<file path="config.mk">
export PLATFORM = sky130hd
export DESIGN_NAME = sensor_command_responder
export DESIGN_NICKNAME = d
export VERILOG_FILES = /design/src/design/sensor_command_pkg.sv /design/src/design/sensor_command_responder.sv
export SDC_FILE = /design/constraint.sdc
export NUM_CORES = 1
export LEC_CHECK = 0
export BUFFER_PORTS_ARGS = -buffer_cell sky130_fd_sc_hd__buf_2
export CAP_MARGIN = 20
export CELL_PAD_IN_SITES_DETAIL_PLACEMENT = 2
export CELL_PAD_IN_SITES_GLOBAL_PLACEMENT = 2
export CORE_AREA = 2 2 173 175
export CTS_CLUSTER_SIZE = 25
export DETAILED_ROUTE_END_ITERATION = 16
export DIE_AREA = 0 0 175 177
export PLACE_DENSITY_LB_ADDON = 0.1
export RECOVER_POWER = 25
export SKIP_LAST_GASP = 1
export SLEW_MARGIN = 5
export SYNTH_ARGS = -nofsm -noshare
export SYNTH_HDL_FRONTEND = slang
export SYNTH_SLANG_ARGS = --single-unit
</file>
<file path="constraint.sdc">
create_clock -name clock -period 5.5 [get_ports clock]
set_clock_uncertainty 0.15 [all_clocks]
set_input_delay 1.1 -clock clock [delete_from_list [all_inputs] [get_ports clock]]
set_output_delay 1.1 -clock clock [all_outputs]
set_load 0.02 [all_outputs]
</file>
<file path="src/design/sensor_command_pkg.sv">
// constants and types shared by the sensor command responder
package sensor_command_pkg;
  localparam int unsigned CLOCK_HZ        = 100_000_000;
  localparam int unsigned LOCAL_CONV_MS   = 12;
  localparam int unsigned REMOTE_CONV_MS  = 38;
  localparam int unsigned LOCAL_CONV_CYC  = CLOCK_HZ / 1000 * LOCAL_CONV_MS;
  localparam int unsigned REMOTE_CONV_CYC = CLOCK_HZ / 1000 * REMOTE_CONV_MS;
  localparam int unsigned AVG_SHIFT       = 4;
  localparam logic [4:0]  AVG_COUNT       = 5'h10;
  localparam int unsigned ADC_BITS        = 10;
  localparam int unsigned ADC_LSB_SHIFT   = 2;

  // command codes
  localparam logic [7:0] CODE_LOCAL_TEMP   = 8'h00;
  localparam logic [7:0] CODE_REMOTE1_TEMP = 8'h01;
  localparam logic [7:0] CODE_REMOTE2_TEMP = 8'h02;
  localparam logic [7:0] CODE_QUIET_A      = 8'h09;
  localparam logic [7:0] CODE_SUPPLY_VOLT  = 8'h12;
  localparam logic [7:0] CODE_RAIL25_VOLT  = 8'h13;
  localparam logic [7:0] CODE_CORE_VOLT    = 8'h14;
  localparam logic [7:0] CODE_QUIET_LO     = 8'h15;
  localparam logic [7:0] CODE_QUIET_HI     = 8'hDF;
  localparam logic [7:0] CODE_CORR1        = 8'hE0;
  localparam logic [7:0] CODE_CORR2        = 8'hE1;
  localparam logic [7:0] CODE_RSVD_LO      = 8'hE2;
  localparam logic [7:0] CODE_RSVD_HI      = 8'hEE;

  // lengths
  localparam logic [7:0] LEN_QUERY = 8'h01;
  localparam logic [7:0] LEN_SET   = 8'h03;
  localparam logic [7:0] LEN_WORD  = 8'h02;
  localparam logic [7:0] LEN_BLOCK = 8'h06;

  localparam logic [15:0] DIODE_FAULT  = 16'h8000;
  localparam logic [15:0] ZERO_WORD    = 16'h0000;
  localparam logic [15:0] VOLT_FULL    = 16'h1000;  // 4.0 V in 1/1024 V
  localparam logic [15:0] CORR_MAX     = 16'h2000;  // +128 degrees
  localparam logic [15:0] CORR_MIN     = 16'hE000;  // -128 degrees
  localparam logic [15:0] CORR_STEP    = 16'h0010;  // 0.25 degree grain

  typedef enum logic [1:0] {
    CONV_LOCAL   = 2'b00,
    CONV_REMOTE1 = 2'b01,
    CONV_REMOTE2 = 2'b10
  } conv_chan_t;

  typedef enum logic [1:0] {
    LINK_IDLE  = 2'b00,
    LINK_DATA  = 2'b01,
    LINK_REPLY = 2'b10
  } link_state_t;
endpackage

</file>
<file path="src/design/sensor_command_responder.sv">
// command interpreter and conversion sequencer for the sensor
`timescale 1ns/1ps
`default_nettype none
module sensor_command_responder
  import sensor_command_pkg::*;
#(
  parameter int unsigned LOCAL_CYCLES  = LOCAL_CONV_CYC,
  parameter int unsigned REMOTE_CYCLES = REMOTE_CONV_CYC
) (
  // clock and reset
  input  wire logic        clock,
  input  wire logic        nrst,
  // command side from link framing
  input  wire logic        cmd_start,
  input  wire logic [7:0]  cmd_code,
  input  wire logic [7:0]  cmd_write_len,
  input  wire logic [7:0]  cmd_read_len,
  input  wire logic        wr_valid,
  input  wire logic [7:0]  wr_byte,
  // reply side to link framing
  output logic             rd_valid,
  output logic [7:0]       rd_byte,
  input  wire logic        rd_ready,
  output logic             reply_done,
  output logic             reply_fcs_bad,
  // shared converter
  output logic [2:0]       adc_select,
  output logic             adc_start,
  input  wire logic        adc_done,
  input  wire logic [9:0]  adc_value,
  input  wire logic        diode1_fault,
  input  wire logic        diode2_fault
);
  import sensor_command_pkg::*;

  typedef struct packed {
    link_state_t  link;
    logic [7:0]   code;
    logic [7:0]   wlen;
    logic [7:0]   rlen;
    logic [2:0]   bidx;
    logic [7:0]   lo_byte;
    logic [1:0]   wcount;
    logic         fcs_bad;
    logic         rd_valid;
    logic [7:0]   rd_byte;
    logic         reply_done;
    logic         reply_fcs_bad;
    logic [15:0]  corr1;
    logic [15:0]  corr2;
    logic [15:0]  temp0;
    logic [15:0]  temp1;
    logic [15:0]  temp2;
    logic [15:0]  volt0;
    logic [15:0]  volt1;
    logic [15:0]  volt2;
    conv_chan_t   tchan;
    logic [1:0]   vchan;
    logic         phase_volt;
    logic [4:0]   avg_n;
    logic [19:0]  acc;
    logic [22:0]  timer;
    logic         busy;
    logic [2:0]   adc_select;
    logic         adc_start;
  } state_t;

  state_t cur, nxt;

  function automatic logic [15:0] word_at(input state_t s, input logic [2:0] idx);
    logic [7:0] base;
    logic [1:0] slot;
    base = s.code;
    slot = 2'(idx >> 1);
    word_at = ZERO_WORD;
    if (base == CODE_LOCAL_TEMP && s.rlen == LEN_BLOCK) begin
      case (slot)
        2'd0:    word_at = s.temp0;
        2'd1:    word_at = s.temp1;
        default: word_at = s.temp2;
      endcase
    end else if (base == CODE_SUPPLY_VOLT && s.rlen == LEN_BLOCK) begin
      case (slot)
        2'd0:    word_at = s.volt0;
        2'd1:    word_at = s.volt1;
        default: word_at = s.volt2;
      endcase
    end else begin
      case (base)
        CODE_LOCAL_TEMP:   word_at = s.temp0;
        CODE_REMOTE1_TEMP: word_at = s.temp1;
        CODE_REMOTE2_TEMP: word_at = s.temp2;
        CODE_SUPPLY_VOLT:  word_at = s.volt0;
        CODE_RAIL25_VOLT:  word_at = s.volt1;
        CODE_CORE_VOLT:    word_at = s.volt2;
        CODE_CORR1:        word_at = s.corr1;
        CODE_CORR2:        word_at = s.corr2;
        default:           word_at = ZERO_WORD;
      endcase
    end
  endfunction

  // clamp and quantise an incoming correction
  function automatic logic [15:0] corr_fix(input logic [15:0] v);
    logic [15:0] r;
    r = v;
    if (!v[15] && v > CORR_MAX) begin
      r = CORR_MAX;
    end else if (v[15] && v < CORR_MIN) begin
      r = CORR_MIN;
    end
    corr_fix = r & ~(CORR_STEP - 16'h0001);
    return corr_fix;
  endfunction

  logic [15:0] word_now;
  logic [15:0] avg_word;
  logic [15:0] volt_word;
  logic [15:0] wr_word;

  always_comb begin
    nxt = cur;
    nxt.adc_start  = 1'b0;
    nxt.reply_done = 1'b0;
    word_now  = word_at(cur, cur.bidx);
    wr_word   = {wr_byte, cur.lo_byte};
    avg_word  = cur.acc[19:AVG_SHIFT];
    volt_word = {6'h00, adc_value} << ADC_LSB_SHIFT;
    if (volt_word > VOLT_FULL) begin
      volt_word = VOLT_FULL;
    end

    // command link
    case (cur.link)
      LINK_IDLE: begin
        if (cmd_start) begin
          nxt.code    = cmd_code;
          nxt.wlen    = cmd_write_len;
          nxt.rlen    = cmd_read_len;
          nxt.bidx    = 3'd0;
          nxt.wcount  = 2'd0;
          nxt.fcs_bad = (cmd_write_len > LEN_QUERY) &&
                        (cmd_code >= CODE_RSVD_LO) && (cmd_code <= CODE_RSVD_HI);
          nxt.link    = (cmd_write_len > LEN_QUERY) ? LINK_DATA : LINK_REPLY;
        end
      end
      LINK_DATA: begin
        if (wr_valid) begin
          nxt.wcount  = 2'(cur.wcount + 2'd1);
          nxt.lo_byte = wr_byte;
          if (cur.wcount == 2'd1) begin
            // writable only at the two correction codes, length 3
            if (cur.wlen == LEN_SET && cur.code == CODE_CORR1) begin
              nxt.corr1 = corr_fix(wr_word);
            end else if (cur.wlen == LEN_SET && cur.code == CODE_CORR2) begin
              nxt.corr2 = corr_fix(wr_word);
            end
            // all other codes ignored, reserved codes flagged by a bad check value
            nxt.link = LINK_REPLY;
          end
        end
      end
      LINK_REPLY: begin
        if (cur.wlen <= LEN_QUERY && cur.bidx < cur.rlen[2:0] && cur.rlen <= LEN_BLOCK) begin
          if (!cur.rd_valid || rd_ready) begin
            nxt.rd_valid = 1'b1;
            nxt.rd_byte  = cur.bidx[0] ? word_now[15:8] : word_now[7:0];  // low byte first
            nxt.bidx     = 3'(cur.bidx + 3'd1);
          end
        end else if (!cur.rd_valid || rd_ready) begin
          nxt.rd_valid      = 1'b0;
          nxt.reply_done    = 1'b1;
          nxt.reply_fcs_bad = cur.fcs_bad;
          nxt.link          = LINK_IDLE;
        end
      end
      default: nxt.link = LINK_IDLE;
    endcase
    if (cur.link == LINK_IDLE && cur.rd_valid && rd_ready) begin
      nxt.rd_valid = 1'b0;
    end

    // conversion sequencer on the shared converter
    if (!cur.busy) begin
      nxt.busy      = 1'b1;
      nxt.adc_start = 1'b1;
      nxt.adc_select = cur.phase_volt ? 3'(3'd3 + {1'b0, cur.vchan}) : {1'b0, cur.tchan};
    end else begin
      if (nxt.timer != '1) begin
        nxt.timer = 23'(cur.timer + 23'd1);
      end
      if (adc_done) begin
        nxt.busy = 1'b0;
        if (cur.phase_volt) begin
          case (cur.vchan)
            2'd0:    nxt.volt0 = volt_word;
            2'd1:    nxt.volt1 = volt_word;
            default: nxt.volt2 = volt_word;
          endcase
          nxt.vchan      = (cur.vchan == 2'd2) ? 2'd0 : 2'(cur.vchan + 2'd1);
          nxt.phase_volt = 1'b0;
          // temperature slot time starts after the voltage conversion
          nxt.timer      = '0;
        end else if (cur.avg_n < AVG_COUNT) begin
          // gather exactly sixteen results per slot
          nxt.acc   = 20'(cur.acc + {10'h000, adc_value});
          nxt.avg_n = 5'(cur.avg_n + 5'd1);
        end
      end
      // temperature slot ends after its conversion time
      if (!cur.phase_volt && cur.timer >= 23'(cur.tchan == CONV_LOCAL ? LOCAL_CYCLES : REMOTE_CYCLES)) begin
        nxt.busy = 1'b0;
        nxt.timer = '0;
        if (cur.avg_n >= AVG_COUNT) begin
          nxt.acc   = '0;
          nxt.avg_n = 5'd0;
          case (cur.tchan)  // whole word stored at once
            CONV_LOCAL:   nxt.temp0 = avg_word;
            CONV_REMOTE1: nxt.temp1 = diode1_fault ? DIODE_FAULT : 16'(avg_word + cur.corr1);
            default:      nxt.temp2 = diode2_fault ? DIODE_FAULT : 16'(avg_word + cur.corr2);
          endcase
          case (cur.tchan)
            CONV_LOCAL:   nxt.tchan = CONV_REMOTE1;
            CONV_REMOTE1: nxt.tchan = CONV_REMOTE2;
            default:      nxt.tchan = CONV_LOCAL;
          endcase
          nxt.phase_volt = 1'b1;
        end
      end else if (!cur.phase_volt && adc_done) begin
        nxt.busy = 1'b0;
      end
    end
  end

  always_ff @(posedge clock or negedge nrst) begin
    if (!nrst) begin
      cur <= '0;
    end else begin
      cur <= nxt;
    end
  end

  assign rd_valid      = cur.rd_valid;
  assign rd_byte       = cur.rd_byte;
  assign reply_done    = cur.reply_done;
  assign reply_fcs_bad = cur.reply_fcs_bad;
  assign adc_select    = cur.adc_select;
  assign adc_start     = cur.adc_start;
endmodule
`default_nettype wire

</file>
### Word-level counts from Yosys, hierarchy flattened

Cells that the tools add are included.

* equal/unequal tests: 23
* order comparisons: 12
* reductions and logical operators: 47
* add/sub/neg operators: 9
* bitwise logic cells: 4
* mux-type cells: 47

Operator list (count)
* $pmux 16 s8: 1
* $mux 16: 6
* $pmux 16 s2: 2
* $mux 25: 2
* $mux 50: 1
* $mux 49: 1
* $mux 23: 2
* $add 16x16->16: 2
* $reduce_and 4->1: 8
* $mux 29: 1
* $mux 26: 1
* $eq 8x5->1 const B: 3
* $add 23x1->23 const B: 1
* $ge 23x22->1: 1
* $ne 23x23->1 const B: 1
* $mux 22: 1
* $add 20x10->20: 1
* $mux 2: 9
* $eq 8x2->1 const B: 2
* $eq 8x8->1 const B: 2
* $gt 16x14->1 const B: 1
* $lt 16x16->1 const B: 1
* $mux 8: 2
* $reduce_and 3->1: 5
* 36 further kinds: 85

* register bits after elaboration: 229
* logic and storage cells: 171
* output and inout port bits: 15

### Depth between registers and ports, before layout

* word-level depth: 9
* depth in mapped cells: 11
* depth with buffers taken out: 9

### Worst setup path after synthesis

No wires, ideal clock.

* path type: register to register
* start: register cur[57] (netlist bit)
* end: register cur[125] (netlist bit)
* required time: 5.223 ns
* library setup time: 0.127 ns
* arrival: 3.103 ns
* buffers on the path: 1
* slack: 2.120 ns
* stages on the path, launching flop included: 11
* cell sequence: dfrtp_1 -> nor2_1 -> inv_1 -> ha_1 -> or4b_1 -> o311a_1 -> and4bb_2 -> nor3_2 -> nor3_4 -> buf_6 -> mux2_1

* longest elaborated chain between the ends: 5
* elaborated cells between the ends (all ways): 6

Ends and longest elaborated chain
* start: declaration: line sensor_command_responder.sv:68 `state_t cur, nxt;`
* start signal: assignment: line sensor_command_responder.sv:239 `cur <= nxt;`
* $logic_not 2->1: line sensor_command_responder.sv:211 `if (!cur.phase_volt && cur.timer >= 23'(cur.tchan == CONV_LOCAL ? LOCAL_CYCLES : REMOTE_CYCLES)) begin`
* $mux 22: line sensor_command_responder.sv:211
* $ge 23x22->1: line sensor_command_responder.sv:211
* $logic_and 1x1->1: line sensor_command_responder.sv:211
* $reduce_and 4->1 (no line) *

Every way passes the cells marked *; elsewhere a longest branch is shown, timed or not.
A chain may end at the register's enable or synchronous reset.

### Worst setup path in the final report

* start: register cur[4] (netlist bit)
* end: register cur[131] (netlist bit)

* longest elaborated chain between the ends: 1

Ends and longest elaborated chain
* $reduce_and 4->1 (no line)

No other way between the ends.

==> run metrics <==
Critical Path End=cur[131]$_DFFE_PN0P_; Async SR Flop Fraction=1.000; post-synthesis sequential area ratio=0.4154; synth top area cells=dfrtp_1, mux2_2, ha_1; Highest Clock Rate=242.9 MHz; CP required=5.76 ns; leading area contributor after synthesis=dfrtp_1; Flop pwr share=0.402; Post-Syn Area=0.01271 sq mm; layout cells sized above 1=0.2119; pin count of the biggest net entering global routing=124; Resized Gates After CTS=0; global-route wire length before repair=68480 um; largest fanout on the critical path=34; maximum buffer depth of the clock tree=3; Max VDD drop=0.0002114 V; Final period util=0.7484; DR pass1 iterations=5; Syn Area/Cell=10.28 sq um; Power Density=372.8 mW/mm^2; Most used DFF post-synth=dfrtp_1; Core Util, Final=0.4874; Critical Path Start Type=register; CP startpoint=cur[4]$_DFF_PN0_; Slew @ Worst Pin=3.213 ns; Post-synth EDFFs=0; die area=0.03098 sq mm; Total GRT Usage=0.2848; status=finished, violations left; Combinational Power Share=0.261; YS warnings=0; Min Clock Period, post-route=4.116 ns; I/O pins=65; Sw Ratio=0.3493; H-tree levels=1; Initial DRC Count=557; Worst Setup End Kind=register; TritonCTS clock tree=built; setup TNS=0 ns; I/O Buffers=64; Slew Limit Fails=123; Clk pin slew, worst setup/hold paths=0.06 ns; critical path arrival=4.37 ns; Routed Antenna Nets=0; FF-to-FF path depth=6; post-synthesis cell type count=82; top cells by count, synth=dfrtp_1, mux2_2, nand2_1, nor2_1, o21ai_0; endpoints failing setup=0; cts hold-fix bufs=0; Initial Util=0.4347; area grow syn2layout=12.12%; maxcap violations=1; Hold Path Class=reg -> reg; Setup WS pre-CTS=1.765 ns; root buffer cell=clkbuf_16; CTS Sinks=211; R2R Setup Slk=1.38 ns; initial antenna violation count=0; Int Pwr=3.458 mW; vias in the first global route=11554; CORE AREA=0.02924 sq mm; Non-Filler Instances=1688; count leader, synth=dfrtp_1; drt total wl=43180 um; wire per inst=25.58 um; slew margin rel.=-1.142; DR vias=10404; filler instances=3006; type of the worst setup path=reg -> reg; #FFs+latches synth=211; Syn Nets=1340; nets=1386; Placed Cells=1643; Post-DP HPWL=31560 um; leak pwr=6.162 nW; Vias/cell=6.164; Clk Latency, worst-skew pair=0.54 ns; worst r2r src=cur[4]$_DFF_PN0_; ant diodes=0; RSZ-0062 raised after global routing=false; Worst Setup Slack, final=1.384 ns; Core Rows=63; failing checks=max-capacitance violations, max-slew violations; Psw=1.856 mW; DRC errors left=0; DIE HEIGHT=177 um; Worst R2R End=cur[131]$_DFFE_PN0P_; power share of the clock group=0.337; top cell type's share of synthesized area=0.4154; grt total ovfl=0; GP Congestion=0.8901; Mapped Cells=1236; CTS buffer count=26; Final Hold Viols=0; die width=175 um; Post-CTS Setup Bufs=0
==> sequential cells by signal, indices dropped and copies added, names as in the netlist <==
register / count
rd_valid: 1
adc_select: 3
cur: 180
rd_byte: 8
reply_done: 1
avg_word: 16
reply_fcs_bad: 1
adc_start: 1
==> metrics by stage <==
| stage | area [sq um] | hold WS (ns) | total power [mW] |
|---|---|---|---|
| 2_1_floorplan | 12710 | 0.2970 | 2.996 |
| 3_3_place_gp | 13370 | 0.3192 | 3.445 |
| 3_5_place_dp | 13370 | 0.3306 | 3.523 |
| 4_1_cts | 14250 | 0.3452 | 5.343 |
| 5_1_grt | 14250 | 0.3843 | 5.592 |
| 6_report | 14250 | 0.3414 | 5.314 |
==> worst min path at each step <==
stage | cells past startpoint | end | from | slack [ns]
6_report | 2 | rd_byte[7]$_DFFE_PN0P_ | rd_byte[7]$_DFFE_PN0P_ | 0.34
5_1_grt | 2 | adc_select[1]$_DFFE_PN0N_ | adc_select[1]$_DFFE_PN0N_ | 0.38
4_1_cts | 2 | adc_select[1]$_DFFE_PN0N_ | adc_select[1]$_DFFE_PN0N_ | 0.35
3_5_place_dp | 2 | adc_select[1]$_DFFE_PN0N_ | adc_select[1]$_DFFE_PN0N_ | 0.33
3_3_place_gp | 2 | adc_select[1]$_DFFE_PN0N_ | adc_select[1]$_DFFE_PN0N_ | 0.32
2_1_floorplan | 2 | cur[55]$_DFFE_PN0P_ | cur[55]$_DFFE_PN0P_ | 0.30
==> cell type report <==
type / count / area, sq um / area share
Clock buffer: 37 / 773.2 / 0.05425
Clock inverter: 7 / 112.6 / 0.007901
Inverter: 25 / 93.84 / 0.006584
Multi-Input combinational cell: 934 / 7022 / 0.4927
Sequential cell: 211 / 5280 / 0.3705
Tap cell: 390 / 488.0 / 0.03424
Timing Repair Buffer: 84 / 483.0 / 0.03389
==> layer usage <==
layer | vias to the layer above | GRT usage | part of all wire
li1 | 4712 | - | -
met1 | 5368 | 0.3634 | 0.42
met2 | 240 | 0.4947 | 0.49
met3 | 84 | 0.05026 | 0.052
met4 | 0 | 0.08438 | 0.031
met5 | - | 0 | 0
==> power groups by stage <==
stage	clock network [mW]	logic (mW)	registers, mW
after floorplan	0	1.03	1.97
after global placement	0	1.30	2.14
after detailed placement	0	1.36	2.16
after CTS	1.83	1.38	2.13
after global routing	1.88	1.54	2.18
final	1.79	1.38	2.14
==> critical path, stage by stage (launching register included) <==
cell and delay, ns:
dfrtp_1 0.33, clkbuf_1 1.06, inv_1 0.59, nor2_1 0.37, nand2_1 0.36, nor3_4 0.72, mux2_1 0.40
==> cells in the final DEF, fill, tap and decap left out, drive strengths merged, types with 5 or more instances in the layout <==
cell type / count
dfrtp: 211
and3: 9
o2bb2ai: 5
inv: 25
mux2i: 34
o21ai: 70
nor3: 29
xnor2: 13
o22ai: 24
nand3: 38
nand2: 98
nor2: 82
a211oi: 12
nand2b: 11
and2: 18
a22oi: 20
buf: 82
or4: 5
nor4b: 5
o221ai: 5
o211ai: 9
xor2: 28
ha: 51
nand4: 17
a22o: 11
a21o: 5
nor2b: 24
or3: 13
nor3b: 6
a31oi: 10
clkbuf: 39
o31ai: 20
mux2: 134
a21oi: 41
mux4: 5
nor4: 11
o41ai: 7
==> kinds of logic (layout without fill, tap and decap cells) <==
logic type / Yosys count / in the layout / share of synthesized area
multiplexers: 173 / 173 / 0.1591
XOR/XNOR: 41 / 41 / 0.02825
flip-flops: 211 / 211 / 0.4154
adder cells (fa/ha/maj): 54 / 54 / 0.05492
buffers and inverters: 91 / 153 / 0.03346
AO/OA/AOI/OAI: 281 / 281 / 0.1489
AND/OR/NAND/NOR: 385 / 385 / 0.1600
(Power assumes the default switching activity.)
